[config.mk]
export PLATFORM = sky130hd
export DESIGN_NAME = state_macrocell_fabric
export DESIGN_NICKNAME = d
export VERILOG_FILES = /design/src/rtl/pin_sync.v /design/src/rtl/axi_lite_port.v /design/src/rtl/state_macrocell_fabric.v
export VERILOG_INCLUDE_DIRS = /design/src /design/src/rtl
export SDC_FILE = /design/constraint.sdc
export NUM_CORES = 1
export LEC_CHECK = 0
export BUFFER_PORTS_ARGS = -buffer_cell sky130_fd_sc_hd__buf_2
export CELL_PAD_IN_SITES_DETAIL_PLACEMENT = 1
export CELL_PAD_IN_SITES_GLOBAL_PLACEMENT = 2
export CORE_MARGIN = 2
export CORE_UTILIZATION = 35
export CTS_BUF_LIST = sky130_fd_sc_hd__clkbuf_4
export DETAILED_ROUTE_END_ITERATION = 10
export PLACE_DENSITY = 0.93
export SYNTH_ARGS = -nofsm -noshare
export SYNTH_HDL_FRONTEND = slang
export SYNTH_SLANG_ARGS = --single-unit
[constraint.sdc]
create_clock -name clock -period 14.2 [get_ports clock]
set_clock_uncertainty 0.05 [all_clocks]
set_input_delay 0 -clock clock [delete_from_list [all_inputs] [get_ports clock]]
set_output_delay 0 -clock clock [all_outputs]
set_load 0.1 [all_outputs]
[src/rtl/fabric_consts.vh]
// offsets, field positions, reset values and encodings of the macrocell fabric
`ifndef FABRIC_CONSTS_VH
`define FABRIC_CONSTS_VH

// ==========================================================
// register byte offsets
`define OFS_OE_SOURCE       8'h00
`define OFS_FEEDBACK        8'h04
`define OFS_IO_CLK_SEL      8'h08
`define OFS_IO_BYPASS       8'h0C
`define OFS_OUT_BYPASS      8'h10
`define OFS_STATE_CLK_SEL   8'h14
`define OFS_DED_CLK_SEL     8'h18
`define OFS_DED_BYPASS      8'h1C
`define OFS_GLOBAL          8'h20
`define OFS_PAIR_SEL        8'h24
`define OFS_STORAGE_TYPE    8'h28
`define OFS_SPLIT_LOW       8'h2C
`define OFS_SPLIT_HIGH      8'h30
`define OFS_STATE_STATUS    8'h34
`define OFS_FEED_STATUS     8'h38

// ==========================================================
// global register bits
`define GBIT_INPUT_CLOCK_TWO_PIN      0
`define GBIT_INPUT_CLOCK_ONE_PIN      1
`define GBIT_STATE_CLOCK_TWO_PIN      2
`define GBIT_RUN            3

// ==========================================================
// sizes and reset values
`define IO_CELLS            12
`define STATE_REGS          16
`define DED_INPUTS          12
`define PAIRS               6
`define TERMS_PER_PAIR      32
`define SPLIT_WIDTH         6
`define SPLIT_RESET         6'h10
`define CFG_RESET           32'h00000000

// ==========================================================
// storage element types
`define STORE_D             2'h0
`define STORE_T             2'h1
`define STORE_JK            2'h2
`define STORE_RS            2'h3

// ==========================================================
// bus responses
`define RESP_OKAY           2'h0
`define RESP_SLVERR         2'h2

`endif

[src/rtl/pin_sync.v]
// two flip-flop synchroniser for the pin inputs
`timescale 1ns/100ps
module pin_sync #(
	parameter WIDTH = 28
) (
	input  wire             clock,
	input  wire             rst_b,
	input  wire [WIDTH-1:0] pins,
	output reg  [WIDTH-1:0] synced
);
	reg [WIDTH-1:0] first_reg;

	always @(posedge clock or negedge rst_b) begin
		if (!rst_b) begin
			first_reg <= {WIDTH{1'b0}};
			synced    <= {WIDTH{1'b0}};
		end else begin
			first_reg <= pins;
			synced    <= first_reg;
		end
	end
endmodule // pin_sync

[src/rtl/axi_lite_port.v]
// axi4-lite slave front end: one write and one read at a time
`timescale 1ns/100ps
`include "fabric_consts.vh"
module axi_lite_port (
	input  wire        clock,
	input  wire        rst_b,
	input  wire [7:0]  s_axi_awaddr,
	input  wire        s_axi_awvalid,
	output reg         s_axi_awready,
	input  wire [31:0] s_axi_wdata,
	input  wire [3:0]  s_axi_wstrb,
	input  wire        s_axi_wvalid,
	output reg         s_axi_wready,
	output reg  [1:0]  s_axi_bresp,
	output reg         s_axi_bvalid,
	input  wire        s_axi_bready,
	input  wire [7:0]  s_axi_araddr,
	input  wire        s_axi_arvalid,
	output reg         s_axi_arready,
	output reg  [31:0] s_axi_rdata,
	output reg  [1:0]  s_axi_rresp,
	output reg         s_axi_rvalid,
	input  wire        s_axi_rready,
	output reg         wr_strobe,
	output reg  [7:0]  wr_addr,
	output reg  [31:0] wr_data,
	output reg  [3:0]  wr_strb,
	input  wire        wr_ok,
	output wire [7:0]  rd_addr,
	input  wire [31:0] rd_data,
	input  wire        rd_ok
);
	reg aw_held;
	reg w_held;

	assign rd_addr = s_axi_araddr;

	always @* begin
		s_axi_awready = !aw_held && !s_axi_bvalid;
		s_axi_wready  = !w_held && !s_axi_bvalid;
		s_axi_arready = !s_axi_rvalid;
		wr_strobe     = aw_held && w_held && !s_axi_bvalid;
	end

	// ==========================================================
	// write channel
	always @(posedge clock or negedge rst_b) begin
		if (!rst_b) begin
			aw_held      <= 1'b0;
			w_held       <= 1'b0;
			wr_addr      <= 8'h00;
			wr_data      <= 32'h00000000;
			wr_strb      <= 4'h0;
			s_axi_bvalid <= 1'b0;
			s_axi_bresp  <= `RESP_OKAY;
		end else begin
			if (s_axi_awvalid && s_axi_awready) begin
				aw_held <= 1'b1;
				wr_addr <= s_axi_awaddr;
			end
			if (s_axi_wvalid && s_axi_wready) begin
				w_held  <= 1'b1;
				wr_data <= s_axi_wdata;
				wr_strb <= s_axi_wstrb;
			end
			if (wr_strobe) begin
				aw_held      <= 1'b0;
				w_held       <= 1'b0;
				s_axi_bvalid <= 1'b1;
				s_axi_bresp  <= wr_ok ? `RESP_OKAY : `RESP_SLVERR;
			end else if (s_axi_bvalid && s_axi_bready) begin
				s_axi_bvalid <= 1'b0;
			end
		end
	end

	// ==========================================================
	// read channel
	always @(posedge clock or negedge rst_b) begin
		if (!rst_b) begin
			s_axi_rvalid <= 1'b0;
			s_axi_rdata  <= 32'h00000000;
			s_axi_rresp  <= `RESP_OKAY;
		end else if (s_axi_arvalid && s_axi_arready) begin
			s_axi_rvalid <= 1'b1;
			s_axi_rdata  <= rd_ok ? rd_data : 32'h00000000;
			s_axi_rresp  <= rd_ok ? `RESP_OKAY : `RESP_SLVERR;
		end else if (s_axi_rvalid && s_axi_rready) begin
			s_axi_rvalid <= 1'b0;
		end
	end
endmodule // axi_lite_port

[src/rtl/state_macrocell_fabric.v]
// configurable macrocell fabric: io cells, hidden state registers, dedicated inputs
// What this block does
// - per io cell, oe select 0 takes product term oe, 1 takes common oe pin.
// - feedback select 0 feeds state register back; 1 feeds input path to array.
// - io input register clocked by input clock one at 0, two at 1.
// - io bypass 0 feeds feedback mux from input register, 1 from pin.
// - output bypass 0 drives pin from state register, 1 from array sum.
// - all sixteen state registers choose state clock one at 0, two at 1.
// - dedicated input registers clocked by input clock one at 0, two at 1.
// - dedicated bypass 0 gives array registered input, 1 gives the pin directly.
// - global bit picks input clock two from pin two, or pin three when set.
// - global bit picks input clock one from pin two, or pin one when set.
// - state clock two is grounded while its select bit is clear.
// - state clock two comes from pin three when its select bit is set.
// - each io pair has an input mux so a hidden cell pin still serves.
// - pair select 0 takes first cell input path, 1 the second cell.
// - four pinless hidden state registers; all twelve io registers may be hidden.
// - 192 product terms, 32 per pair, split variably between pair cells.
// - global synchronous set and reset terms, sampled on input clock one.
// - io state registers behave as jk, rs, t or d storage.
//
// The placing of the registers and the AXI4-Lite slave port were left to the implementer.
`timescale 1ns/100ps
`include "fabric_consts.vh"
module state_macrocell_fabric (
	input  wire         clock,
	input  wire         rst_b,
	input  wire [7:0]   s_axi_awaddr,
	input  wire         s_axi_awvalid,
	output wire         s_axi_awready,
	input  wire [31:0]  s_axi_wdata,
	input  wire [3:0]   s_axi_wstrb,
	input  wire         s_axi_wvalid,
	output wire         s_axi_wready,
	output wire [1:0]   s_axi_bresp,
	output wire         s_axi_bvalid,
	input  wire         s_axi_bready,
	input  wire [7:0]   s_axi_araddr,
	input  wire         s_axi_arvalid,
	output wire         s_axi_arready,
	output wire [31:0]  s_axi_rdata,
	output wire [1:0]   s_axi_rresp,
	output wire         s_axi_rvalid,
	input  wire         s_axi_rready,
	input  wire         clk_pin_one,
	input  wire         clk_pin_two,
	input  wire         clk_pin_three,
	input  wire         common_oe_pin,
	input  wire [11:0]  io_pin_in,
	output reg  [11:0]  io_pin_out,
	output reg  [11:0]  io_pin_oe,
	input  wire [11:0]  dedicated_pin,
	input  wire [191:0] product_terms,
	input  wire [11:0]  second_terms,
	input  wire [11:0]  oe_terms,
	input  wire [3:0]   hidden_terms,
	input  wire         set_term,
	input  wire         reset_term,
	output reg  [11:0]  dedicated_feed,
	output reg  [11:0]  macrocell_feed,
	output reg  [5:0]   pair_feed,
	output reg  [3:0]   hidden_feed
);
	// ==========================================================
	// functions
	function [31:0] merge_bytes;
		input [31:0] old_val;
		input [31:0] new_val;
		input [3:0]  strb;
		integer b;
		begin
			merge_bytes = old_val;
			for (b = 0; b < 4; b = b + 1) begin
				if (strb[b]) begin
					merge_bytes[b*8 +: 8] = new_val[b*8 +: 8];
				end
			end
		end
	endfunction

	// terms below the split go to the first cell, the rest to the second
	function cell_sum;
		input [31:0] terms;
		input [5:0]  split;
		input        second_cell;
		integer t;
		begin
			cell_sum = 1'b0;
			for (t = 0; t < 32; t = t + 1) begin
				if (((t < split) ^ second_cell) && terms[t]) begin
					cell_sum = 1'b1;
				end
			end
		end
	endfunction

	function next_state;
		input [1:0] kind;
		input       q;
		input       a;
		input       b;
		begin
			case (kind)
				`STORE_D:  next_state = a;
				`STORE_T:  next_state = q ^ a;
				`STORE_JK: next_state = (a & ~q) | (~b & q);
				`STORE_RS: next_state = a | (~b & q);
				default:   next_state = a;
			endcase
		end
	endfunction

	// ==========================================================
	// reset release
	reg rst_meta_reg;
	reg rst_sync_b;

	always @(posedge clock or negedge rst_b) begin
		if (!rst_b) begin
			rst_meta_reg <= 1'b0;
			rst_sync_b   <= 1'b0;
		end else begin
			rst_meta_reg <= 1'b1;
			rst_sync_b   <= rst_meta_reg;
		end
	end

	// ==========================================================
	// pin synchronisers
	wire [27:0] synced;
	wire        pin_one_s  = synced[0];
	wire        pin_two_s  = synced[1];
	wire        pin_three_s = synced[2];
	wire        oe_pin_s   = synced[3];
	wire [11:0] io_s       = synced[15:4];
	wire [11:0] ded_s      = synced[27:16];

	pin_sync #(
		.WIDTH (28)
	) u_sync (
		.clock  (clock),
		.rst_b  (rst_sync_b),
		.pins   ({dedicated_pin, io_pin_in, common_oe_pin, clk_pin_three, clk_pin_two,
			clk_pin_one}),
		.synced (synced)
	);

	// ==========================================================
	// configuration registers
	reg [11:0] oe_source_select;
	reg [11:0] feedback_select;
	reg [11:0] io_input_clock_select;
	reg [11:0] io_input_bypass;
	reg [11:0] output_register_bypass;
	reg [15:0] state_clock_select;
	reg [11:0] dedicated_input_clock_select;
	reg [11:0] dedicated_input_bypass;
	reg [3:0]  global_reg;
	reg [5:0]  pair_input_select;
	reg [23:0] storage_type;
	reg [35:0] split_reg;

	wire        wr_strobe;
	wire [7:0]  wr_addr;
	wire [31:0] wr_data;
	wire [3:0]  wr_strb;
	wire [7:0]  rd_addr;
	reg  [31:0] rd_data;
	reg         rd_ok;
	reg         wr_ok;
	reg         wr_known;
	reg  [31:0] wr_old;
	reg  [31:0] wr_val;

	wire input_clock_two_pin_select = global_reg[`GBIT_INPUT_CLOCK_TWO_PIN];
	wire input_clock_one_pin_select = global_reg[`GBIT_INPUT_CLOCK_ONE_PIN];
	wire state_clock_two_pin_select = global_reg[`GBIT_STATE_CLOCK_TWO_PIN];
	wire run                        = global_reg[`GBIT_RUN];

	reg [15:0] state_q;

	axi_lite_port u_bus (
		.clock         (clock),
		.rst_b         (rst_sync_b),
		.s_axi_awaddr  (s_axi_awaddr),
		.s_axi_awvalid (s_axi_awvalid),
		.s_axi_awready (s_axi_awready),
		.s_axi_wdata   (s_axi_wdata),
		.s_axi_wstrb   (s_axi_wstrb),
		.s_axi_wvalid  (s_axi_wvalid),
		.s_axi_wready  (s_axi_wready),
		.s_axi_bresp   (s_axi_bresp),
		.s_axi_bvalid  (s_axi_bvalid),
		.s_axi_bready  (s_axi_bready),
		.s_axi_araddr  (s_axi_araddr),
		.s_axi_arvalid (s_axi_arvalid),
		.s_axi_arready (s_axi_arready),
		.s_axi_rdata   (s_axi_rdata),
		.s_axi_rresp   (s_axi_rresp),
		.s_axi_rvalid  (s_axi_rvalid),
		.s_axi_rready  (s_axi_rready),
		.wr_strobe     (wr_strobe),
		.wr_addr       (wr_addr),
		.wr_data       (wr_data),
		.wr_strb       (wr_strb),
		.wr_ok         (wr_ok),
		.rd_addr       (rd_addr),
		.rd_data       (rd_data),
		.rd_ok         (rd_ok)
	);

	// read decode shared by the write path for byte merging
	function [32:0] reg_view;
		input [7:0] addr;
		begin
			case (addr)
				`OFS_OE_SOURCE:     reg_view = {1'b1, 20'h00000, oe_source_select};
				`OFS_FEEDBACK:      reg_view = {1'b1, 20'h00000, feedback_select};
				`OFS_IO_CLK_SEL:    reg_view = {1'b1, 20'h00000, io_input_clock_select};
				`OFS_IO_BYPASS:     reg_view = {1'b1, 20'h00000, io_input_bypass};
				`OFS_OUT_BYPASS:    reg_view = {1'b1, 20'h00000, output_register_bypass};
				`OFS_STATE_CLK_SEL: reg_view = {1'b1, 16'h0000, state_clock_select};
				`OFS_DED_CLK_SEL:   reg_view = {1'b1, 20'h00000, dedicated_input_clock_select};
				`OFS_DED_BYPASS:    reg_view = {1'b1, 20'h00000, dedicated_input_bypass};
				`OFS_GLOBAL:        reg_view = {1'b1, 28'h0000000, global_reg};
				`OFS_PAIR_SEL:      reg_view = {1'b1, 26'h0000000, pair_input_select};
				`OFS_STORAGE_TYPE:  reg_view = {1'b1, 8'h00, storage_type};
				`OFS_SPLIT_LOW:     reg_view = {1'b1, 8'h00, 2'h0, split_reg[17:12],
					2'h0, split_reg[11:6], 2'h0, split_reg[5:0]};
				`OFS_SPLIT_HIGH:    reg_view = {1'b1, 8'h00, 2'h0, split_reg[35:30],
					2'h0, split_reg[29:24], 2'h0, split_reg[23:18]};
				`OFS_STATE_STATUS:  reg_view = {1'b1, 16'h0000, state_q};
				`OFS_FEED_STATUS:   reg_view = {1'b1, 2'h0, hidden_feed, pair_feed,
					macrocell_feed, 8'h00};
				default:            reg_view = {1'b0, 32'h00000000};
			endcase
		end
	endfunction

	always @* begin
		{rd_ok, rd_data} = reg_view(rd_addr);
		{wr_known, wr_old} = reg_view(wr_addr);
		wr_val = merge_bytes(wr_old, wr_data, wr_strb);
		// status is read only; configuration only while stopped, except the run bit
		wr_ok = (wr_addr == `OFS_GLOBAL) ||
			(!run && wr_known &&
			wr_addr != `OFS_STATE_STATUS && wr_addr != `OFS_FEED_STATUS);
	end

	always @(posedge clock or negedge rst_sync_b) begin
		if (!rst_sync_b) begin
			oe_source_select             <= 12'h000;
			feedback_select              <= 12'h000;
			io_input_clock_select        <= 12'h000;
			io_input_bypass              <= 12'h000;
			output_register_bypass       <= 12'h000;
			state_clock_select           <= 16'h0000;
			dedicated_input_clock_select <= 12'h000;
			dedicated_input_bypass       <= 12'h000;
			global_reg                   <= 4'h0;
			pair_input_select            <= 6'h00;
			storage_type                 <= 24'h000000;
			split_reg                    <= {6{`SPLIT_RESET}};
		end else if (wr_strobe && wr_ok) begin
			case (wr_addr)
				`OFS_OE_SOURCE:     oe_source_select <= wr_val[11:0];
				`OFS_FEEDBACK:      feedback_select <= wr_val[11:0];
				`OFS_IO_CLK_SEL:    io_input_clock_select <= wr_val[11:0];
				`OFS_IO_BYPASS:     io_input_bypass <= wr_val[11:0];
				`OFS_OUT_BYPASS:    output_register_bypass <= wr_val[11:0];
				`OFS_STATE_CLK_SEL: state_clock_select <= wr_val[15:0];
				`OFS_DED_CLK_SEL:   dedicated_input_clock_select <= wr_val[11:0];
				`OFS_DED_BYPASS:    dedicated_input_bypass <= wr_val[11:0];
				`OFS_GLOBAL:        global_reg <= run ? {wr_val[3], global_reg[2:0]} :
					wr_val[3:0];
				`OFS_PAIR_SEL:      pair_input_select <= wr_val[5:0];
				`OFS_STORAGE_TYPE:  storage_type <= wr_val[23:0];
				`OFS_SPLIT_LOW:     split_reg[17:0] <= {wr_val[21:16], wr_val[13:8],
					wr_val[5:0]};
				`OFS_SPLIT_HIGH:    split_reg[35:18] <= {wr_val[21:16], wr_val[13:8],
					wr_val[5:0]};
				default:            global_reg <= global_reg;
			endcase
		end
	end

	// ==========================================================
	// clock selection and edge pulses
	wire input_clock_one_level = input_clock_one_pin_select ? pin_one_s : pin_two_s;
	wire input_clock_two_level = input_clock_two_pin_select ? pin_three_s : pin_two_s;
	wire sclk1_level = pin_one_s;
	wire state_clock_two_level = state_clock_two_pin_select ? pin_three_s : 1'b0;
	reg  [3:0] clk_prev;
	wire [3:0] clk_now = {state_clock_two_level, sclk1_level, input_clock_two_level, input_clock_one_level};
	wire [3:0] clk_rise = clk_now & ~clk_prev & {4{run}};
	wire input_clock_one = clk_rise[0];
	wire input_clock_two = clk_rise[1];
	wire state_clock_one = clk_rise[2];
	wire state_clock_two = clk_rise[3];

	always @(posedge clock or negedge rst_sync_b) begin
		if (!rst_sync_b) begin
			clk_prev <= 4'h0;
		end else begin
			clk_prev <= clk_now;
		end
	end

	// ==========================================================
	// input registers and set/reset sampling
	reg  [11:0] io_inreg;
	reg  [11:0] ded_inreg;
	reg         set_sampled;
	reg         reset_sampled;
	wire [11:0] io_path = (io_input_bypass & io_s) | (~io_input_bypass & io_inreg);
	integer i;

	always @(posedge clock or negedge rst_sync_b) begin
		if (!rst_sync_b) begin
			io_inreg      <= 12'h000;
			ded_inreg     <= 12'h000;
			set_sampled   <= 1'b0;
			reset_sampled <= 1'b0;
		end else begin
			for (i = 0; i < 12; i = i + 1) begin
				if (io_input_clock_select[i] ? input_clock_two : input_clock_one) begin
					io_inreg[i] <= io_s[i];
				end
				if (dedicated_input_clock_select[i] ? input_clock_two : input_clock_one) begin
					ded_inreg[i] <= ded_s[i];
				end
			end
			if (input_clock_one) begin
				set_sampled   <= set_term;
				reset_sampled <= reset_term;
			end
		end
	end

	// ==========================================================
	// array sums and state registers
	reg [11:0] io_sum;
	reg [15:0] state_next;
	integer c;
	integer s;

	always @* begin
		io_sum = 12'h000;
		for (c = 0; c < 12; c = c + 1) begin
			io_sum[c] = cell_sum(product_terms[(c/2)*32 +: 32], split_reg[(c/2)*6 +: 6],
				c[0]);
		end
		for (c = 0; c < 16; c = c + 1) begin
			if (c < 12) begin
				state_next[c] = next_state(storage_type[c*2 +: 2], state_q[c], io_sum[c],
					second_terms[c]);
			end else begin
				state_next[c] = hidden_terms[c-12];
			end
			if (reset_sampled) begin
				state_next[c] = 1'b0;
			end else if (set_sampled) begin
				state_next[c] = 1'b1;
			end
		end
	end

	always @(posedge clock or negedge rst_sync_b) begin
		if (!rst_sync_b) begin
			state_q <= 16'h0000;
		end else begin
			for (s = 0; s < 16; s = s + 1) begin
				if (state_clock_select[s] ? state_clock_two : state_clock_one) begin
					state_q[s] <= state_next[s];
				end
			end
		end
	end

	// ==========================================================
	// pins and array feeds
	integer p;

	always @(posedge clock or negedge rst_sync_b) begin
		if (!rst_sync_b) begin
			io_pin_out     <= 12'h000;
			io_pin_oe      <= 12'h000;
			dedicated_feed <= 12'h000;
			macrocell_feed <= 12'h000;
			pair_feed      <= 6'h00;
			hidden_feed    <= 4'h0;
		end else begin
			io_pin_out     <= (output_register_bypass & io_sum) |
				(~output_register_bypass & state_q[11:0]);
			io_pin_oe      <= {12{run}} & ((oe_source_select & {12{oe_pin_s}}) |
				(~oe_source_select & oe_terms));
			dedicated_feed <= (dedicated_input_bypass & ded_s) |
				(~dedicated_input_bypass & ded_inreg);
			macrocell_feed <= (feedback_select & io_path) |
				(~feedback_select & state_q[11:0]);
			hidden_feed    <= state_q[15:12];
			for (p = 0; p < 6; p = p + 1) begin
				pair_feed[p] <= pair_input_select[p] ? io_path[p*2+1] : io_path[p*2];
			end
		end
	end
endmodule // state_macrocell_fabric

# Word level (Yosys, flattened, before mapping)
# Cells that the tools add are included.
[op_classes]
n_lt_le_gt_ge = 192
n_eq_ne = 67
n_mux = 493
bitwise = 301
n_reduce_logical = 436
[ops]
columns = ["operator", "count"]
rows = [
  ["$pmux 33 s15", 2],
  ["$lt 5x6->1 const A", 96],
  ["$mux 1", 473],
  ["$logic_and 1x1->1", 397],
  ["$lt 4x6->1 const A", 48],
  ["$not 1->1", 217],
  ["$lt 3x6->1 const A", 24],
  ["$and 12x12->12", 11],
  ["$eq 8x6->1 const B", 14],
  ["$lt 1x6->1 const A", 12],
  ["$lt 2x6->1 const A", 12],
  ["$eq 8x5->1 const B", 8],
  ["$not 12->12", 5],
  ["$or 12x12->12", 5],
  ["$eq 2x2->1 const B", 24],
  ["$pmux 1 s4", 12],
  ["$eq 8x4->1 const B", 4],
  ["$mux 32", 1],
  ["$reduce_and 2->1", 13],
  ["$and 1x1->1", 24],
  ["$eq 2x1->1 const B", 12],
  ["$logic_not 2->1", 12],
  ["$mux 8", 3],
  ["$or 1x1->1", 24],
  ["other kinds (12)", 36],
]
[totals]
register_bits = 407
in_bits = 309
output_inout_bits = 99
elab_cells = 1567

# Depth between registers and ports, before layout
[logic_depth]
word_depth = 40
ltp_mapped = 17

# Cells and area by module
# A second synthesis with hierarchy kept.
[hier_totals]
hier_cells = 2730
area_unflattened_um2 = 25087.8
[by_module_without_submodules]
columns = ["module", "n_inst", "cells_each", "area_each_um2", "seq_area_each_um2"]
rows = [
  ["state_macrocell_fabric", 1, 2409, 20131.8, 6914.1],
  ["axi_lite_port", 1, 265, 3554.7, 2052.0],
  ["pin_sync", 1, 56, 1401.3, 1401.3],
]

# Worst setup path after synthesis
# No wires, ideal clock.
[synth_timing]
path_kind = "register to register"
start = "register u_bus.s_axi_bvalid"
end = "register u_bus.wr_addr[0]"
arrival_time_ns = 3.100
path_slack_ns = 10.925
path_stages_with_launch = 5
path_buffers = 1
period_less_slack_ns = 3.275
cell_sequence = "dfrtp_1 -> nor2_1 -> and2_1 -> clkbuf_1 -> mux2_2"
[synth_between]
elab_chain_len = 3
[synth_lines]
columns = ["element", "line_no", "rtl"]
rows = [
  ["start: declaration", "axi_lite_port.v:15", "output reg s_axi_bvalid,"],
  ["start signal: assignment", "axi_lite_port.v:54", "s_axi_bvalid <= 1'b0;"],
  ["start signal: assignment", "axi_lite_port.v:69", "s_axi_bvalid <= 1'b1;"],
  ["start signal: assignment", "axi_lite_port.v:72", "s_axi_bvalid <= 1'b0;"],
  ["$logic_not 1->1", "axi_lite_port.v:39", "s_axi_awready = !aw_held && !s_axi_bvalid;"],
  ["$logic_and 1x1->1", "axi_lite_port.v:39", ""],
  ["via s_axi_awready", "state_macrocell_fabric.v:30", "output wire s_axi_awready,"],
  ["$logic_and 1x1->1", "axi_lite_port.v:57", "if (s_axi_awvalid && s_axi_awready) begin"],
  ["end signal: assignment", "axi_lite_port.v:59", "wr_addr <= s_axi_awaddr;"],
  ["end: declaration", "axi_lite_port.v:25", "output reg [7:0] wr_addr,"],
]
# The timed path passes the listed nets, and every way through them passes these cells.
# A chain may end at the register's enable or synchronous reset.

# Worst setup path after layout
[layout_timing]
start = "register split_reg[20]"
end = "register state_q[7]"
[layout_between]
elab_chain_len = 40
[layout_lines]
columns = ["element", "line_no", "rtl"]
rows = [
  ["start: declaration", "state_macrocell_fabric.v:161", "reg [35:0] split_reg;"],
  ["start signal: assignment", "state_macrocell_fabric.v:263", "split_reg <= {6{`SPLIT_RESET}};"],
  ["start signal: assignment", "state_macrocell_fabric.v:280", "`OFS_SPLIT_HIGH: split_reg[35:18] <= {wr_val[21:16], wr_val[13:8],"],
  ["$lt 1x6->1", "state_macrocell_fabric.v:90", "if (((t < split) ^ second_cell) && terms[t]) begin"],
  ["$not 1->1 (no source line)", "--", ""],
  ["$logic_and 1x1->1", "state_macrocell_fabric.v:90", ""],
  ["$mux 1 (31 in series)", "state_macrocell_fabric.v:90", ""],
  ["$mux 1 *", "state_macrocell_fabric.v:90", ""],
  ["$and 1x1->1", "state_macrocell_fabric.v:106", "`STORE_JK: next_state = (a & ~q) | (~b & q);"],
  ["$or 1x1->1", "state_macrocell_fabric.v:106", ""],
  ["$pmux 1 s4 *", "state_macrocell_fabric.v:103", "case (kind)"],
  ["$mux 1 *", "state_macrocell_fabric.v:362", "end else if (set_sampled) begin"],
  ["$mux 1 *", "state_macrocell_fabric.v:360", "if (reset_sampled) begin"],
  ["end signal: indexed assignment", "state_macrocell_fabric.v:374", "state_q[s] <= state_next[s];"],
  ["end: declaration", "state_macrocell_fabric.v:180", "reg [15:0] state_q;"],
]
# Every way passes the cells marked *; elsewhere a longest branch is shown, timed or not.

==> results.toml <==
[clocking]
insertion_delay_ps = 980
cts_setup_buffers = 0
cts_made_buffers = 105
cts_root_buf = "clkbuf_4"
cts_resized = 0
clk_pin_slew_ps = 70
clkSinkCount = 403
clockBufferDepth = 3
cts_tree = "yes"
cts-htree-levels = 3
postCtsHoldBufs = 282

[setup_path]
end_kind = "flop"
critical_path_depth = 11
worstSetupEndpoint = "state_q[7]"
crit_arrival_ps = 5530
crit_path_max_incr_delay_ps = 850
cp.buffers_inverters = 2
path_delay_family = "compound AO/OA/AOI/OAI gates"
cp_slowest_cell = "dfrtp_1"
cp-start-kind = "flop"
cp-startpoint = "split_reg[20]"
cp.required_ps = 14930
r2r_end = "state_q[7]"
reg2regPathDepth = 11
r2r_start = "split_reg[20]"
cp_max_fo = 20
r2r_slack_ps = 9400
critical_path.cell_chain = "inv_1 -> a221oi_1 -> o21ai_0 -> o41ai_1 -> o2111ai_1 -> ha_1 -> nor3b_1 -> a211oi_1 -> o2bb2ai_1 -> a22o_1 -> dlygate4sd3_1"
crit_type = "flop to flop"

[route]
via_per_inst = 6.04
drt_iter0_drc = 2188
routed_wl_um = 119000
ant_nets = 0
first_pass_iters = 6
avgRoutedWirePerCell_um = 27.9
drc = 0
vias = 25872

[power_and_ir_drop]
switchingPower_uw = 1840
powerDensity_nw_per_um2 = 136
pwr-share-clk_pct = 25.6
p_sw_share_pct = 44.4
leakage_uw = 0.0133
p_int_uw = 2300
p_total_uw = 4140
peakVddDrop_mv = 0.133
p_seq_share_pct = 36.8
pwr-share-comb_pct = 37.6

[placement]
gp_congestion = 0.991
port_buffers = 394
place_ws_ps = 10100
placed_cell_area_um2 = 26300
dpl.cell_count = 3807
place_hpwl_um = 84800

[logic_synthesis]
ys_top_cells_by_area = "dfrtp_1, o21ai_0, nand2_1, mux2_2, mux2i_1"
synth_top_area_cell = "dfrtp_1"
synth_fa_ha_area_share_pct = 1.31
synthArstFlopShare_pct = 100
synth_compound_area_share_pct = 25.7
synthXorXnorAreaFrac_pct = 0.442
synth_mux_area_share_pct = 9.25
synth_top_family_by_area = "compound AO/OA/AOI/OAI gates"
ys_seq_area_share_pct = 42.5
synth_cells = 2691
synth_edf_count = 0
yosysTopAreaCellShare_pct = 41.8
synth.cell_area_um2 = 23800
synth-simple-area-share_pct = 15.5
yosys_register_bits = 403
synth_ff_type = "dfrtp_1"
avgSynthCellArea_um2 = 8.83
synth.distinct_cells = 91
synth_warnings = 0

[floorplan]
ioPinCount = 408
dieArea_um2 = 70000
die_h_um = 265
core_um2 = 67200
chipWidth_um = 265
rows = 95
start_util_pct = 35.4

[cells_and_area]
drive_gt1_share_pct = 22.6
syn2layout_area_growth_pct = 28.3
largest_reg_flops = 36
fin_area_um2 = 30500
layout.cells.non_filler = 4280
fin_nets = 3644

[sta]
hold_viol = 0
drv_slew = 0
setup_viol = 0
tns_ps = 0
grt_setup_unrepaired = "false"
tightest_slew_ps = 1350
fmax_ghz = 0.208
timing.final.crit_share_pct = 33.8
period_needed_ps = 4800
slew_headroom_pct = 10.0
finalWorstSetupSlack_ps = 9400

[grt]
grt_first_pass_wirelength_um = 178000
grt_antenna_before_repair = 3
grt_max_degree = 83
grtUsageTotal_pct = 33.5
grt_pass1_vias = 27562
overflow = 0

[status]
outcome = "completed"

[min_path]
hp-class = "input port to flop"

[flow_run]
maxCapViolCount = 0
==> through the flow <==
stage	utilization [%]	hold WS [ps]
detailed placement	39.2	-262
global route	45.4	116
floorplan	-	-346
finish	45.4	87.9
CTS	45.4	1.18
global placement	39.2	-265
==> power by group through the flow <==
| stage | sequential, uW | clock [uW] | combinational, uW |
|---|---|---|---|
| 6_report | 1520 | 1060 | 1560 |
| 5_1_grt | 1540 | 1150 | 1620 |
| 4_1_cts | 1510 | 1060 | 1510 |
| 3_5_place_dp | 1530 | 0 | 1360 |
| 3_3_place_gp | 1520 | 0 | 1330 |
| 2_1_floorplan | 1770 | 0 | 633 |
==> cell type report <==
| cell class | count | area (um2) |
|---|---|---|
| fill | 7893 | 36700 |
| clock buffer | 150 | 1130 |
| sequential | 403 | 10100 |
| multi-input combinational | 1995 | 12500 |
| clock inverter | 38 | 218 |
| timing repair buffer | 718 | 5110 |
| antenna | 3 | 7.51 |
| tap | 873 | 1090 |
| inverter | 100 | 375 |
==> cells by family after synthesis <==
family,count (synthesis)
flip-flops,403
AND/OR/NAND/NOR,806
buffers and inverters,296
XOR/XNOR,12
other,2
adder cells (fa/ha/maj),28
AO/OA/AOI/OAI,953
multiplexers,191
==> cells in the mapped netlist, drive strengths merged (28+ instances only) <==
cell	instances
clkbuf	129
nor2	181
a21oi	163
nand2	348
o21ai	358
mux2	92
buf	67
nor3	53
o22ai	53
a221oi	28
a22oi	72
nor2b	32
inv	98
dfrtp	397
mux2i	86
a211oi	30
nand3	52
==> metal layers <==
metal / global-route usage [%] / vias up / part of all wire, %
li1: - / 11200 / -
met1: 42.2 / 13192 / 40
met2: 56.1 / 1204 / 48
met3: 5.71 / 276 / 7.2
met4: 16.0 / 0 / 4.7
met5: 0 / - / 0
==> worst register-to-register path, stage by stage (launching register included) <==
cell and delay, ps:
dfrtp_1 850, inv_1 500, a221oi_1 360, o21ai_0 120, o41ai_1 470, o2111ai_1 570, ha_1 530, nor3b_1 50
a211oi_1 270, o2bb2ai_1 140, a22o_1 210, dlygate4sd3_1 570
==> worst min path at each step <==
stage	start	to	depth (start not counted)
after global routing	s_axi_araddr[4]	u_bus.s_axi_rdata[11]	5
after detailed placement	rst_b	rst_meta_reg	1
after floorplan	rst_b	rst_meta_reg	0
after CTS	s_axi_araddr[4]	u_bus.s_axi_rdata[11]	5
final	s_axi_araddr[4]	u_bus.s_axi_rdata[7]	6
after global placement	rst_b	rst_meta_reg	1
==> cell usage in the layout, fill, tap and decap left out, drive strengths merged, types with 32 or more instances in the layout <==
master       instances
a22oi               72
nor2b               32
nor3                53
o21ai              358
clkbuf             150
clkinv              33
nand2              348
nor2               181
a21oi              163
dfrtp              397
buf                436
nand3               52
o22ai               53
mux2                92
dlygate4sd3        282
mux2i               86
inv                101
(Power assumes the default switching activity.)
